--- src/logic/tws_map.svh ---
// Offsets, field positions, reset values and timing counts of the port
`ifndef TWS_MAP_SVH
`define TWS_MAP_SVH
// ------------------------------------------------------------
// Clock and timing
// ------------------------------------------------------------
`define TWS_CLK_PERIOD_NS 40
`define TWS_PARK_NS 100000
`define TWS_PARK_CYC ((`TWS_PARK_NS + `TWS_CLK_PERIOD_NS - 1) / `TWS_CLK_PERIOD_NS)
// ------------------------------------------------------------
// Instruction fields
// ------------------------------------------------------------
`define TWS_INS_RW 15
`define TWS_INS_LEN_HI 14
`define TWS_INS_LEN_LO 13
`define TWS_INS_BITS 16
`define TWS_LEN_STREAM 2'b11
// ------------------------------------------------------------
// Serial register space
// ------------------------------------------------------------
`define TWS_SA_CFG 13'h0000
`define TWS_SA_SHD_BASE 10'h001
`define TWS_SA_UPDATE 13'h00FF
`define TWS_CFG_RESET 8'h18
`define TWS_CFG_LSB_A 6
`define TWS_CFG_LSB_B 1
`define TWS_UPD_BIT 0
`define TWS_SHD_RESET 8'h00
// ------------------------------------------------------------
// APB register offsets
// ------------------------------------------------------------
`define TWS_APB_CTRL 8'h00
`define TWS_APB_STATUS 8'h04
`define TWS_APB_CFG 8'h08
`define TWS_APB_ACT_BASE 3'b001
`define TWS_CTRL_RESET 32'h0000_0001
`define TWS_CTRL_EN 0
`endif

--- src/logic/tws_pkg.sv ---
// Types shared by the three-wire serial port
package tws_pkg;
  typedef enum logic [1:0] {
    TWS_IDLE = 2'b00,
    TWS_INSTR = 2'b01,
    TWS_DATA = 2'b10,
    TWS_DONE = 2'b11
  } tws_phase_t;
endpackage

--- src/logic/tws_port.sv ---
// Three-wire configuration serial port with APB status and control
//
// Register access over APB and the register offsets were left to the implementer.
`timescale 1ns/1ps
`default_nettype none
`include "tws_map.svh"

module tws_port
  import tws_pkg::*;
(
  input wire logic CLOCK,
  input wire logic ARST_N,
  input wire logic PSEL,
  input wire logic PENABLE,
  input wire logic PWRITE,
  input wire logic [7:0] PADDR,
  input wire logic [31:0] PWDATA,
  output logic [31:0] PRDATA,
  output logic PREADY,
  output logic PSLVERR,
  input wire logic SCLK,
  input wire logic CS_N,
  input wire logic SDIO_I,
  output logic SDIO_O,
  output logic SDIO_OE,
  output logic SEC_FN_EN,
  output logic [63:0] ACTIVE_REGS
);

  // ------------------------------------------------------------
  // Pin synchronisers
  // ------------------------------------------------------------
  logic sclk_s1_q, sclk_s2_q, sclk_s3_q;
  logic cs_s1_q, cs_s2_q, cs_s3_q;
  logic sdi_s1_q, sdi_s2_q;

  // Two flops per pin; the third sclk/cs flop feeds edge detection only
  always_ff @(posedge CLOCK or negedge ARST_N) begin
    if (!ARST_N) begin
      sclk_s1_q <= 1'b0;
      sclk_s2_q <= 1'b0;
      sclk_s3_q <= 1'b0;
      cs_s1_q <= 1'b1;
      cs_s2_q <= 1'b1;
      cs_s3_q <= 1'b1;
      sdi_s1_q <= 1'b0;
      sdi_s2_q <= 1'b0;
    end else begin
      sclk_s1_q <= SCLK;
      sclk_s2_q <= sclk_s1_q;
      sclk_s3_q <= sclk_s2_q;
      cs_s1_q <= CS_N;
      cs_s2_q <= cs_s1_q;
      cs_s3_q <= cs_s2_q;
      sdi_s1_q <= SDIO_I;
      sdi_s2_q <= sdi_s1_q;
    end
  end

  // ------------------------------------------------------------
  // State and decode
  // ------------------------------------------------------------
  tws_phase_t phase_q;
  logic [31:0] ctrl_q;
  logic [3:0] bit_cnt_q;
  logic [14:0] instr_q;
  logic rd_q, stream_q;
  logic [1:0] left_q;
  logic [12:0] addr_q;
  logic [7:0] rx_q, tx_q;
  logic [7:0] cfg_q;
  logic [7:0] shadow_q [8];
  logic [7:0] active_q [8];
  logic [7:0] frames_q;
  logic [11:0] park_q;
  logic oe_q, sdo_q;
  logic [31:0] prdata_q;

  wire port_en = ctrl_q[`TWS_CTRL_EN];
  wire cs_low = ~cs_s2_q & port_en;
  wire cs_rise = cs_s2_q & ~cs_s3_q;
  // Clock edges only count while selected, so bus noise is harmless
  wire rise = sclk_s2_q & ~sclk_s3_q & cs_low;
  wire fall = ~sclk_s2_q & sclk_s3_q & cs_low;
  wire sdi = sdi_s2_q;
  wire lsb_first = cfg_q[`TWS_CFG_LSB_A] | cfg_q[`TWS_CFG_LSB_B];
  wire [15:0] instr_full = {instr_q, sdi};
  wire instr_last = (phase_q == TWS_INSTR) && (bit_cnt_q == 4'hF);
  wire byte_last = (phase_q == TWS_DATA) && (bit_cnt_q == 4'h7);
  wire [12:0] addr_step = lsb_first ? (addr_q + 13'h0001)
                                    : (addr_q - 13'h0001);
  // Address of the byte to be fetched for the next read word
  wire [12:0] rd_addr = (phase_q == TWS_INSTR) ? instr_full[12:0] : addr_step;
  wire rd_cfg = (rd_addr == `TWS_SA_CFG);
  wire rd_shd = (rd_addr[12:3] == `TWS_SA_SHD_BASE);
  wire [7:0] rd_byte = rd_cfg ? cfg_q
                     : rd_shd ? shadow_q[rd_addr[2:0]] : 8'h00;
  // Assembled write byte in either bit order
  wire [7:0] wr_byte = lsb_first ? {sdi, rx_q[7:1]} : {rx_q[6:0], sdi};
  wire wr_stb = rise & byte_last & ~rd_q;
  wire wr_cfg = wr_stb & (addr_q == `TWS_SA_CFG);
  wire wr_shd = wr_stb & (addr_q[12:3] == `TWS_SA_SHD_BASE);
  // Transfer bit reads back as zero, so it clears by itself
  wire upd_stb = wr_stb & (addr_q == `TWS_SA_UPDATE)
               & wr_byte[`TWS_UPD_BIT];
  wire data_rd = (phase_q == TWS_DATA) & rd_q;
  wire frame_end = rise & byte_last & ~stream_q & (left_q == 2'b00);
  // A stall is only legal on a byte boundary of a counted frame
  wire stall_ok = (phase_q == TWS_DATA) && (bit_cnt_q == 4'h0)
                && !stream_q;

  // ------------------------------------------------------------
  // Frame sequencer
  // ------------------------------------------------------------
  // Bit position survives select going high between bytes of a counted frame
  always_ff @(posedge CLOCK or negedge ARST_N) begin
    if (!ARST_N) begin
      phase_q <= TWS_IDLE;
      bit_cnt_q <= 4'h0;
      instr_q <= 15'h0000;
      rd_q <= 1'b0;
      stream_q <= 1'b0;
      left_q <= 2'b00;
      addr_q <= 13'h0000;
      rx_q <= 8'h00;
    end else if (cs_rise && !stall_ok) begin
      phase_q <= TWS_IDLE;
    end else if (rise) begin
      case (phase_q)
        TWS_IDLE: begin
          phase_q <= TWS_INSTR;
          instr_q <= {14'h0000, sdi};
          bit_cnt_q <= 4'h1;
        end
        TWS_INSTR: begin
          instr_q <= instr_full[14:0];
          bit_cnt_q <= bit_cnt_q + 4'h1;
          if (instr_last) begin
            phase_q <= TWS_DATA;
            bit_cnt_q <= 4'h0;
            rd_q <= instr_full[`TWS_INS_RW];
            left_q <= instr_full[`TWS_INS_LEN_HI:`TWS_INS_LEN_LO];
            stream_q <= (instr_full[`TWS_INS_LEN_HI:`TWS_INS_LEN_LO]
                         == `TWS_LEN_STREAM);
            addr_q <= instr_full[12:0];
          end
        end
        TWS_DATA: begin
          rx_q <= lsb_first ? {sdi, rx_q[7:1]} : {rx_q[6:0], sdi};
          bit_cnt_q <= byte_last ? 4'h0 : bit_cnt_q + 4'h1;
          if (byte_last) begin
            addr_q <= addr_step;
            left_q <= left_q - 2'b01;
            if (frame_end) begin
              phase_q <= TWS_DONE;
            end
          end
        end
        default: begin
          phase_q <= TWS_DONE; // Extra clocks wait for select high
        end
      endcase
    end
  end

  // ------------------------------------------------------------
  // Read data shifter and pin turnaround
  // ------------------------------------------------------------
  // Output changes on falling shift edges so the master samples on rising
  always_ff @(posedge CLOCK or negedge ARST_N) begin
    if (!ARST_N) begin
      tx_q <= 8'h00;
      sdo_q <= 1'b0;
      oe_q <= 1'b0;
    end else begin
      if (rise && (instr_last || byte_last)) begin
        tx_q <= rd_byte;
      end else if (fall && data_rd) begin
        tx_q <= lsb_first ? {1'b0, tx_q[7:1]} : {tx_q[6:0], 1'b0};
      end
      if (fall && data_rd) begin
        sdo_q <= lsb_first ? tx_q[0] : tx_q[7];
      end
      if (!cs_low || !data_rd) begin
        oe_q <= 1'b0;
      end else if (fall) begin
        oe_q <= 1'b1;
      end
    end
  end

  // ------------------------------------------------------------
  // Serial register space
  // ------------------------------------------------------------
  // Port configuration acts at once; it is not shadowed
  always_ff @(posedge CLOCK or negedge ARST_N) begin
    if (!ARST_N) begin
      cfg_q <= `TWS_CFG_RESET;
    end else if (wr_cfg) begin
      cfg_q <= wr_byte;
    end
  end

  // Shadow and active copy of each configuration byte
  genvar gi;
  generate
    for (gi = 0; gi < 8; gi++) begin : g_reg
      always_ff @(posedge CLOCK or negedge ARST_N) begin
        if (!ARST_N) begin
          shadow_q[gi] <= `TWS_SHD_RESET;
          active_q[gi] <= `TWS_SHD_RESET;
        end else begin
          if (wr_shd && (addr_q[2:0] == 3'(gi))) begin
            shadow_q[gi] <= wr_byte;
          end
          if (upd_stb) begin
            active_q[gi] <= shadow_q[gi];
          end
        end
      end
      assign ACTIVE_REGS[gi*8 +: 8] = active_q[gi];
    end
  endgenerate

  // ------------------------------------------------------------
  // Park detection and frame counter
  // ------------------------------------------------------------
  // Long idle select means the pins serve their other purpose
  always_ff @(posedge CLOCK or negedge ARST_N) begin
    if (!ARST_N) begin
      park_q <= 12'h000;
    end else if (!cs_s2_q) begin
      park_q <= 12'h000;
    end else if (park_q != 12'(`TWS_PARK_CYC)) begin
      park_q <= park_q + 12'h001;
    end
  end

  // Counts counted-length frames that ran to their final byte; stream frames are never counted
  always_ff @(posedge CLOCK or negedge ARST_N) begin
    if (!ARST_N) begin
      frames_q <= 8'h00;
    end else if (frame_end) begin
      frames_q <= frames_q + 8'h01;
    end
  end

  // ------------------------------------------------------------
  // APB slave
  // ------------------------------------------------------------
  wire apb_setup = PSEL & ~PENABLE;
  wire apb_wr = PSEL & PENABLE & PWRITE;
  wire hit_ctrl = (PADDR == `TWS_APB_CTRL);
  wire hit_stat = (PADDR == `TWS_APB_STATUS);
  wire hit_cfg = (PADDR == `TWS_APB_CFG);
  wire hit_act = (PADDR[7:5] == `TWS_APB_ACT_BASE) && (PADDR[1:0] == 2'b00);
  wire hit_any = hit_ctrl | hit_stat | hit_cfg | hit_act;
  wire parked = (park_q == 12'(`TWS_PARK_CYC));
  wire [31:0] status = {16'h0000, frames_q, 4'h0, parked, lsb_first,
                        stream_q, (phase_q != TWS_IDLE)};
  wire [31:0] rd_mux;

  // Address decode for reads; unmapped offsets read zero
  assign rd_mux = hit_ctrl ? ctrl_q
                : hit_stat ? status
                : hit_cfg ? {24'h000000, cfg_q}
                : hit_act ? {24'h000000, active_q[PADDR[4:2]]}
                : 32'h0000_0000;

  // Read data is caught in the setup cycle so the access needs no wait
  always_ff @(posedge CLOCK or negedge ARST_N) begin
    if (!ARST_N) begin
      prdata_q <= 32'h0000_0000;
      ctrl_q <= `TWS_CTRL_RESET;
    end else begin
      if (apb_setup) begin
        prdata_q <= rd_mux;
      end
      if (apb_wr && hit_ctrl) begin
        ctrl_q <= {31'h0000_0000, PWDATA[`TWS_CTRL_EN]};
      end
    end
  end

  assign PRDATA = prdata_q;
  assign PREADY = 1'b1;
  assign PSLVERR = PSEL & PENABLE & ~hit_any;

  // ------------------------------------------------------------
  // Pin outputs
  // ------------------------------------------------------------
  // Data pin only driven while a read word is under way
  assign SDIO_O = sdo_q;
  assign SDIO_OE = oe_q;
  assign SEC_FN_EN = parked;

endmodule
`default_nettype wire

--- config.mk ---
export PLATFORM = sky130hd
export DESIGN_NAME = tws_port
export DESIGN_NICKNAME = d
export VERILOG_FILES = /design/src/logic/tws_pkg.sv /design/src/logic/tws_port.sv
export VERILOG_INCLUDE_DIRS = /design/src /design/src/logic
export SDC_FILE = /design/constraint.sdc
export NUM_CORES = 1
export LEC_CHECK = 0
export ABC_AREA = 1
export BUFFER_PORTS_ARGS = -buffer_cell sky130_fd_sc_hd__buf_4
export CORE_AREA = 2 2 150 152
export CTS_BUF_LIST = sky130_fd_sc_hd__clkbuf_8
export DETAILED_ROUTE_END_ITERATION = 6
export DIE_AREA = 0 0 152 154
export GPL_TIMING_DRIVEN = 0
export PLACE_DENSITY = 0.9
export SYNTH_ARGS = -nofsm -noshare
export SYNTH_HDL_FRONTEND = slang
export SYNTH_SLANG_ARGS = --single-unit
--- constraint.sdc ---
create_clock -name CLOCK -period 3 [get_ports CLOCK]
set_clock_uncertainty 0.15 [all_clocks]
set_input_delay 0.3 -clock CLOCK [delete_from_list [all_inputs] [get_ports CLOCK]]
set_output_delay 0.3 -clock CLOCK [all_outputs]
set_load 0.02 [all_outputs]
## Word-level counts from Yosys, hierarchy flattened

Index checks and enable logic that the tools add are counted.

- Register bits after elaboration: 253
- Bits in latches: 0
- Memory bits (writable): 0
- Memory bits (read-only): 0
- Input bits: 48
- Output and inout port bits: 101
- Logic and storage cells: 191
- Memories kept: 0

- $add $sub $neg: 6
- Multiply operators: 0
- Divide/modulo/power cells: 0
- Order comparisons: 2
- Equal/unequal tests: 26
- Shifts and indexed selects: 0
- Muxes and demuxes: 39
- Bitwise gates (word level): 34
- Reductions and logical operators: 44

Operators by type and width:

| cell | number |
|---|---|
| 8-bit 2-to-1 mux | 12 |
| 13-bit 2-to-1 mux | 4 |
| 8-bit binary-select mux with 3-bit select | 2 |
| 16-bit 2-to-1 mux | 2 |
| 15-bit case mux with 2 select lines | 1 |
| 13-bit zero test | 2 |
| 13-bit case mux with 2 select lines | 1 |
| 12-bit 2-to-1 mux | 2 |
| 10-bit by 1-bit equality test with 1-bit output, second input constant | 2 |
| 1-bit bitwise AND | 19 |
| 1-bit logical AND | 17 |
| 2-bit 2-to-1 mux | 7 |
| 13-bit by 1-bit adder with 13-bit output, second input constant | 1 |
| 13-bit by 8-bit equality test with 1-bit output, second input constant | 1 |
| 13-bit by 1-bit subtractor with 13-bit output, second input constant | 1 |
| 12-bit by 1-bit adder with 12-bit output, second input constant | 1 |
| 12-bit equality test, second input constant | 1 |
| 3-bit equality test, second input constant | 4 |
| 12-bit != test, second input constant | 1 |
| 4-bit case mux with 3 select lines | 1 |
| 2-bit nonzero test | 6 |
| 3-bit by 2-bit != test with 1-bit output, second input constant | 3 |
| 1-bit inverter | 9 |
| 3-bit AND reduction | 3 |
| other kinds (29) | 48 |

## Depth between registers and ports, before layout

- Word-level depth: 11
- Depth in mapped cells: 24
- Depth with buffers taken out: 24

## Worst setup path before layout

OpenSTA, ideal clock, no wires.

- Path type: register to register
- Start: register cfg_q[1]
- End: register tx_q[0]
- Library setup time: 0.077 ns
- Arrival time: 2.543 ns
- Data required time: 2.773 ns
- Path slack: 0.230 ns
- Stages on the path, launching flop included: 18
- Path buffers: 1
- Clock period less this slack: 2.770 ns
- Cell sequence: dfrtp_1 > nor2_4 > nand2_1 > nand2_1 > inv_1 > ha_1 > inv_1 > o21ai_0 > inv_1 > clkbuf_1 > o21ai_0 > o21ai_0 > mux2_2 > inv_1 > nand3_1 > nand2_1 > nand2_1 > a21oi_1

- Cells in the longest elaborated chain, start to end: 10
- Elaborated cells on any way between the ends: 14
- Classes of those cells: eq/ne: 1; mux: 10; bitwise: 2; reduce/logical: 1

RTL lines:

| item | line | text |
|---|---|---|
| start, declared | tws_port.sv:71 | `logic [7:0] cfg_q;` |
| start signal, assigned | tws_port.sv:198 | `` cfg_q <= `TWS_CFG_RESET; `` |
| start signal, assigned | tws_port.sv:200 | `cfg_q <= wr_byte;` |
| 1-bit bitwise OR (*) | tws_port.sv:86 | `` wire lsb_first = cfg_q[`TWS_CFG_LSB_A] \| cfg_q[`TWS_CFG_LSB_B]; `` |
| 13-bit 2-to-1 mux | tws_port.sv:90 | `wire [12:0] addr_step = lsb_first ? (addr_q + 13'h0001)` |
| 13-bit 2-to-1 mux | tws_port.sv:93 | `wire [12:0] rd_addr = (phase_q == TWS_INSTR) ? instr_full[12:0] : addr_step;` |
| 3-bit inverter with 4-bit output (implied by the code) | tws_port.sv:97 | `: rd_shd ? shadow_q[rd_addr[2:0]] : 8'h00;` |
| 8-bit binary-select mux with 3-bit select | tws_port.sv:97 |  |
| 8-bit 2-to-1 mux (implied by the code) (2 in series) | tws_port.sv:97 |  |
| 8-bit 2-to-1 mux | tws_port.sv:97 |  |
| 8-bit 2-to-1 mux | tws_port.sv:96 | `wire [7:0] rd_byte = rd_cfg ? cfg_q` |
| 8-bit 2-to-1 mux (*) | tws_port.sv:176 | `if (rise && (instr_last \|\| byte_last)) begin` |
| end signal, assigned | tws_port.sv:177 | `tx_q <= rd_byte;` |
| end signal, assigned | tws_port.sv:179 | `tx_q <= lsb_first ? {1'b0, tx_q[7:1]} : {tx_q[6:0], 1'b0};` |
| end, declared | tws_port.sv:70 | `logic [7:0] rx_q, tx_q;` |

Every way passes the cells marked *; elsewhere a longest branch is shown, timed or not. The select of a mux whose other input is x is not followed.
A chain may end at the register's enable or synchronous reset.

## Final worst setup path

- Start: register cfg_q[6]
- End: register tx_q[3]

The elaborated chain is that of the path after synthesis.

==> summary.md <==
| Metric | Value |
|---|---|
| Vias in the first global route | 10825 |
| Avg WL per Cell | about 19 um |
| Diode count | 0 |
| Worst path slowest cell | dfrtp_2 |
| CP bufs+invs | 3 |
| Via density | 5.92 |
| Die Width | 152 um |
| Initial antenna violation count | 2 |
| Netlist cell types | 50 |
| PortBufs | 99 |
| Pwr Total | 6.78 mW |
| First-pass GRT wire length | between 50000 and 60000 um |
| Min cycle time layout | 2.90 ns |
| Fin. max-slew vios | 0 |
| Yosys top cell area share | 48.9% |
| Clk Latency, worst-skew pair | ~0.55 ns |
| I/O Pins | 149 |
| H-tree level count | 2 |
| Worst Hold Depth | 5 |
| Gr usage total | 30.7% |
| Max Clk Rate | 345 MHz |
| Req. time, crit path | 3.33 ns |
| Clock Sinks | 237 |
| Longest Clk Path Bufs | 3 |
| Synthesized instance count | 1428 |
| Most common cell after layout, fill and taps aside | nand2_1 |
| Num CTS Buffers | 40 |
| Most frequent CP cell | nand2_1 |
| Synth Flop Type | dfrtp_1 |
| GPL Wtd Cong | 0.950 |
| Min-Delay Endpoint | PRDATA[8]$_DFFE_PN0P_ |
| DRT Pass-1 Iters | 7 |
| # setup viols final | 0 |
| Data arrival, critical path | between 3 and 4 ns |
| Reg2reg start | cfg_q[6]$_DFFE_PN0P_ |
| Startpoint Class | flop |
| Fill cells | 1646 |
| Leak | slightly below 7 nW |
| HPWL Detailed | 25900 um |
| Netlist Area Pre-Place | 0.0118 mm^2 |
| Storage element area | 0.00594 mm^2 |
| Fin crit share | 96.6% |
| Hold Path Class | primary input to flop |
| Placed cell areas | 0.0130 mm^2 |
| Critical path class | flop to flop |
| Synth Warn # | 0 |
| Gr ovfl total | 0 |
| CTS tree | done |
| Pwr dens | 476 mW/mm^2 |
| Core area | 0.0217 mm^2 |
| Crit Reg-Reg Endpoint | tx_q[3]$_DFFE_PN0P_ |
| Slew headroom | 27.3% |
| Hold Startpoint | PENABLE |
| Worst-margin pin slew | 1.08 ns |
| Final ANT Viol Nets | 0 |
| DRC viols | 0 |
| Die ar. | 0.0234 mm^2 |
| FP Rows | 54 |
| Ranking of synthesized cells by area | dfrtp_1, nand2_1, o21ai_0 |
| Via Count | 11351 |
| Most frequent cells in the layout | nand2_1, dfrtp_1, o21ai_0 |
| Mean Syn Cell Area | roughly 8.3 um^2 |
| Yosys reg bits | 237 |
| Max rail drop VDD | between 0.0002 and 0.0003 V |
| Cell Chain, Critical Path | nor2_4 > nand2_4 > nand2_1 > inv_1 > ha_1 > inv_1 > nand2_2 > xnor2_2 > nand2_1 > nand2_2 > nor2_2 > nand3_1 > nor2_2 > nand2_1 > nor2_4 > nand2_4 > clkinv_2 > nand2_1 > nand3_1 > nand2_1 > nand2_1 |
| MaxCap Viol Count | 0 |
| Sequential share of the synthesized area | about 50% |
| Nets | 1667 |
| Area growth syn-to-layout | 20.4% |
| Largest area contributor in the netlist | dfrtp_1 |
| Share of cells above drive strength 1 | 18.9% |
| Initial Utilization | a little over half |
| Critical path fanouts, max | 8 |
| Die Y | 154 um |
| Final WL | 36900 um |
| Setup crit end kind | flop |
| FFs w/ async S/R, synth | 100% |
| Root Buffer | clkbuf_8 |
| Iteration-0 DRC count of the detailed router | 1455 |
| Largest net degree at the start of global routing | 124 |
| FF-to-FF setup slack | between 0.1 and 0.15 ns |
| Final Hold Viols | 0 |
| Worst-path clk slew | 0.07 ns |
| Slowest stage delay, CP | roughly 0.45 ns |
| Finished Cell Area | 0.0142 mm^2 |
| Status | completed |
| Number of synthesized flops with an enable pin | 0 |
| Area of the multi-input gates | ~0.005 mm^2 |
| CP delay by family, top | simple AND/OR/NAND/NOR gates |
| R2R depth | 21 |
[state kept, by name, indices dropped and copies added (netlist names), 2 cells and up]
name and flops:
instr_q 15, park_q 12, left_q 2, addr_q 13, cfg_q 8, ACTIVE_REGS 64, rx_q 8, bit_cnt_q 4
tx_q 8, PRDATA 16, shadow_q 64, phase_q 2, frames_q 8
[final cells by class]
type / instances / area share [%]
Multi-Input combinational cell: 965 / 35.3
Inverter: 170 / 4.50
Clock inverter: 20 / 1.59
Timing Repair Buffer: 122 / 6.73
Buffer: 71 / 2.74
Clock buffer: 51 / 4.93
Sequential cell: 237 / 41.7
Tap cell: 280 / 2.46
[layer usage]
metal,up-vias,track usage [%],part of all wire (%)
li1,5061,-,-
met1,5354,40.8,39
met2,774,48.5,46
met3,158,7.44,11
met4,4,13.0,4.4
met5,-,0,0.084
[worst max-delay path by stage]
stage | start | endpoint | slack (ns) | cells after the start
global placement | cfg_q[1]$_DFFE_PN0P_ | tx_q[6]$_DFFE_PN0P_ | -0.67 | 17
global route | cfg_q[6]$_DFFE_PN0P_ | tx_q[7]$_DFFE_PN0P_ | -0.01 | 21
floorplan | cfg_q[1]$_DFFE_PN0P_ | tx_q[0]$_DFFE_PN0P_ | 0.23 | 17
finish | cfg_q[6]$_DFFE_PN0P_ | tx_q[3]$_DFFE_PN0P_ | 0.10 | 21
CTS | cfg_q[1]$_DFFE_PN0P_ | tx_q[6]$_DFFE_PN0P_ | 0.002 | 17
detailed placement | cfg_q[1]$_DFFE_PN0P_ | tx_q[6]$_DFFE_PN0P_ | -0.71 | 17
[through the flow]
step / util, % / hold WS (ns) / instances / TNS, ns / worst slack [ns]
CTS: 64.7 / 0.0744 / 1902 / 0 / 0.00225
global placement: 59.8 / 0.184 / 1822 / -64.09 / -0.675
floorplan: - / -0.146 / 1443 / 0 / 0.230
finish: 65.6 / 0.0888 / 1916 / 0 / 0.101
global route: 65.6 / 0.130 / 1916 / -0.0129 / -0.0107
detailed placement: 60.0 / 0.192 / 1823 / -4.40 / -0.707
[timing repair]
item,4_1_cts,5_1_grt
resized for setup,12,39
pin swaps,2,13
hold endpoints to repair,125,0
buffers inserted,2,14
endpoints found under the setup margin,18,113
hold buffers,6,0
[kinds of logic (layout without fill, tap and decap cells)]
family / count (synthesis) / in the layout / share of synthesized area, %
and+or+nand+nor: 548 / 548 / 20.1
AOI/OAI and AO/OA: 341 / 341 / 15.5
buffers and inverters: 241 / 434 / 8.51
DFF: 237 / 237 / 50.2
muxes: 34 / 34 / 3.18
xor gates and xnor gates: 13 / 13 / 1.09
adders and majority gates: 12 / 12 / 1.27
other: 2 / 17 / 0.0635
[worst reg2reg max path, stage by stage, from the launching register on]
cell and delay [ns]:
dfrtp_2 0.45, nor2_4 0.21, nand2_4 0.10, nand2_1 0.10, inv_1 0.05, ha_1 0.17, inv_1 0.07, nand2_2 0.09
xnor2_2 0.17, nand2_1 0.10, nand2_2 0.11, nor2_2 0.11, nand3_1 0.11, nor2_2 0.14, nand2_1 0.10, nor2_4 0.15
nand2_4 0.10, clkinv_2 0.10, nand2_1 0.06, nand3_1 0.09, nand2_1 0.06, nand2_1 0.05
[synth_stat cells, types with 4 or more instances]
| library cell | number |
|---|---|
| o21ai_1 | 9 |
| nor3_1 | 15 |
| xor2_1 | 10 |
| buf_2 | 14 |
| nand4_1 | 25 |
| o22ai_1 | 20 |
| nor2_2 | 5 |
| mux2i_1 | 6 |
| a221oi_1 | 6 |
| clkbuf_1 | 36 |
| nand3_1 | 80 |
| a22oi_1 | 8 |
| ha_1 | 12 |
| nor2_4 | 5 |
| dfrtp_1 | 231 |
| a21oi_1 | 64 |
| o21a_1 | 6 |
| inv_1 | 162 |
| clkinv_1 | 4 |
| dfstp_2 | 6 |
| nand2_2 | 4 |
| buf_4 | 17 |
| o21ai_0 | 206 |
| nor2_1 | 69 |
| nand2_1 | 329 |
| o211ai_1 | 6 |
| a31oi_1 | 9 |
| mux2_2 | 28 |
| nor4_1 | 5 |
[where the power goes]
group          leakage, nW  switching, mW  total [mW]  internal [mW]
registers             3.27         0.0117        3.22           3.21
logic                 3.00          0.166       0.232         0.0657
clock network        0.492           1.36        3.32           1.97
total                 6.76           1.53        6.78           5.25
Power figures use the tool's default switching activity.
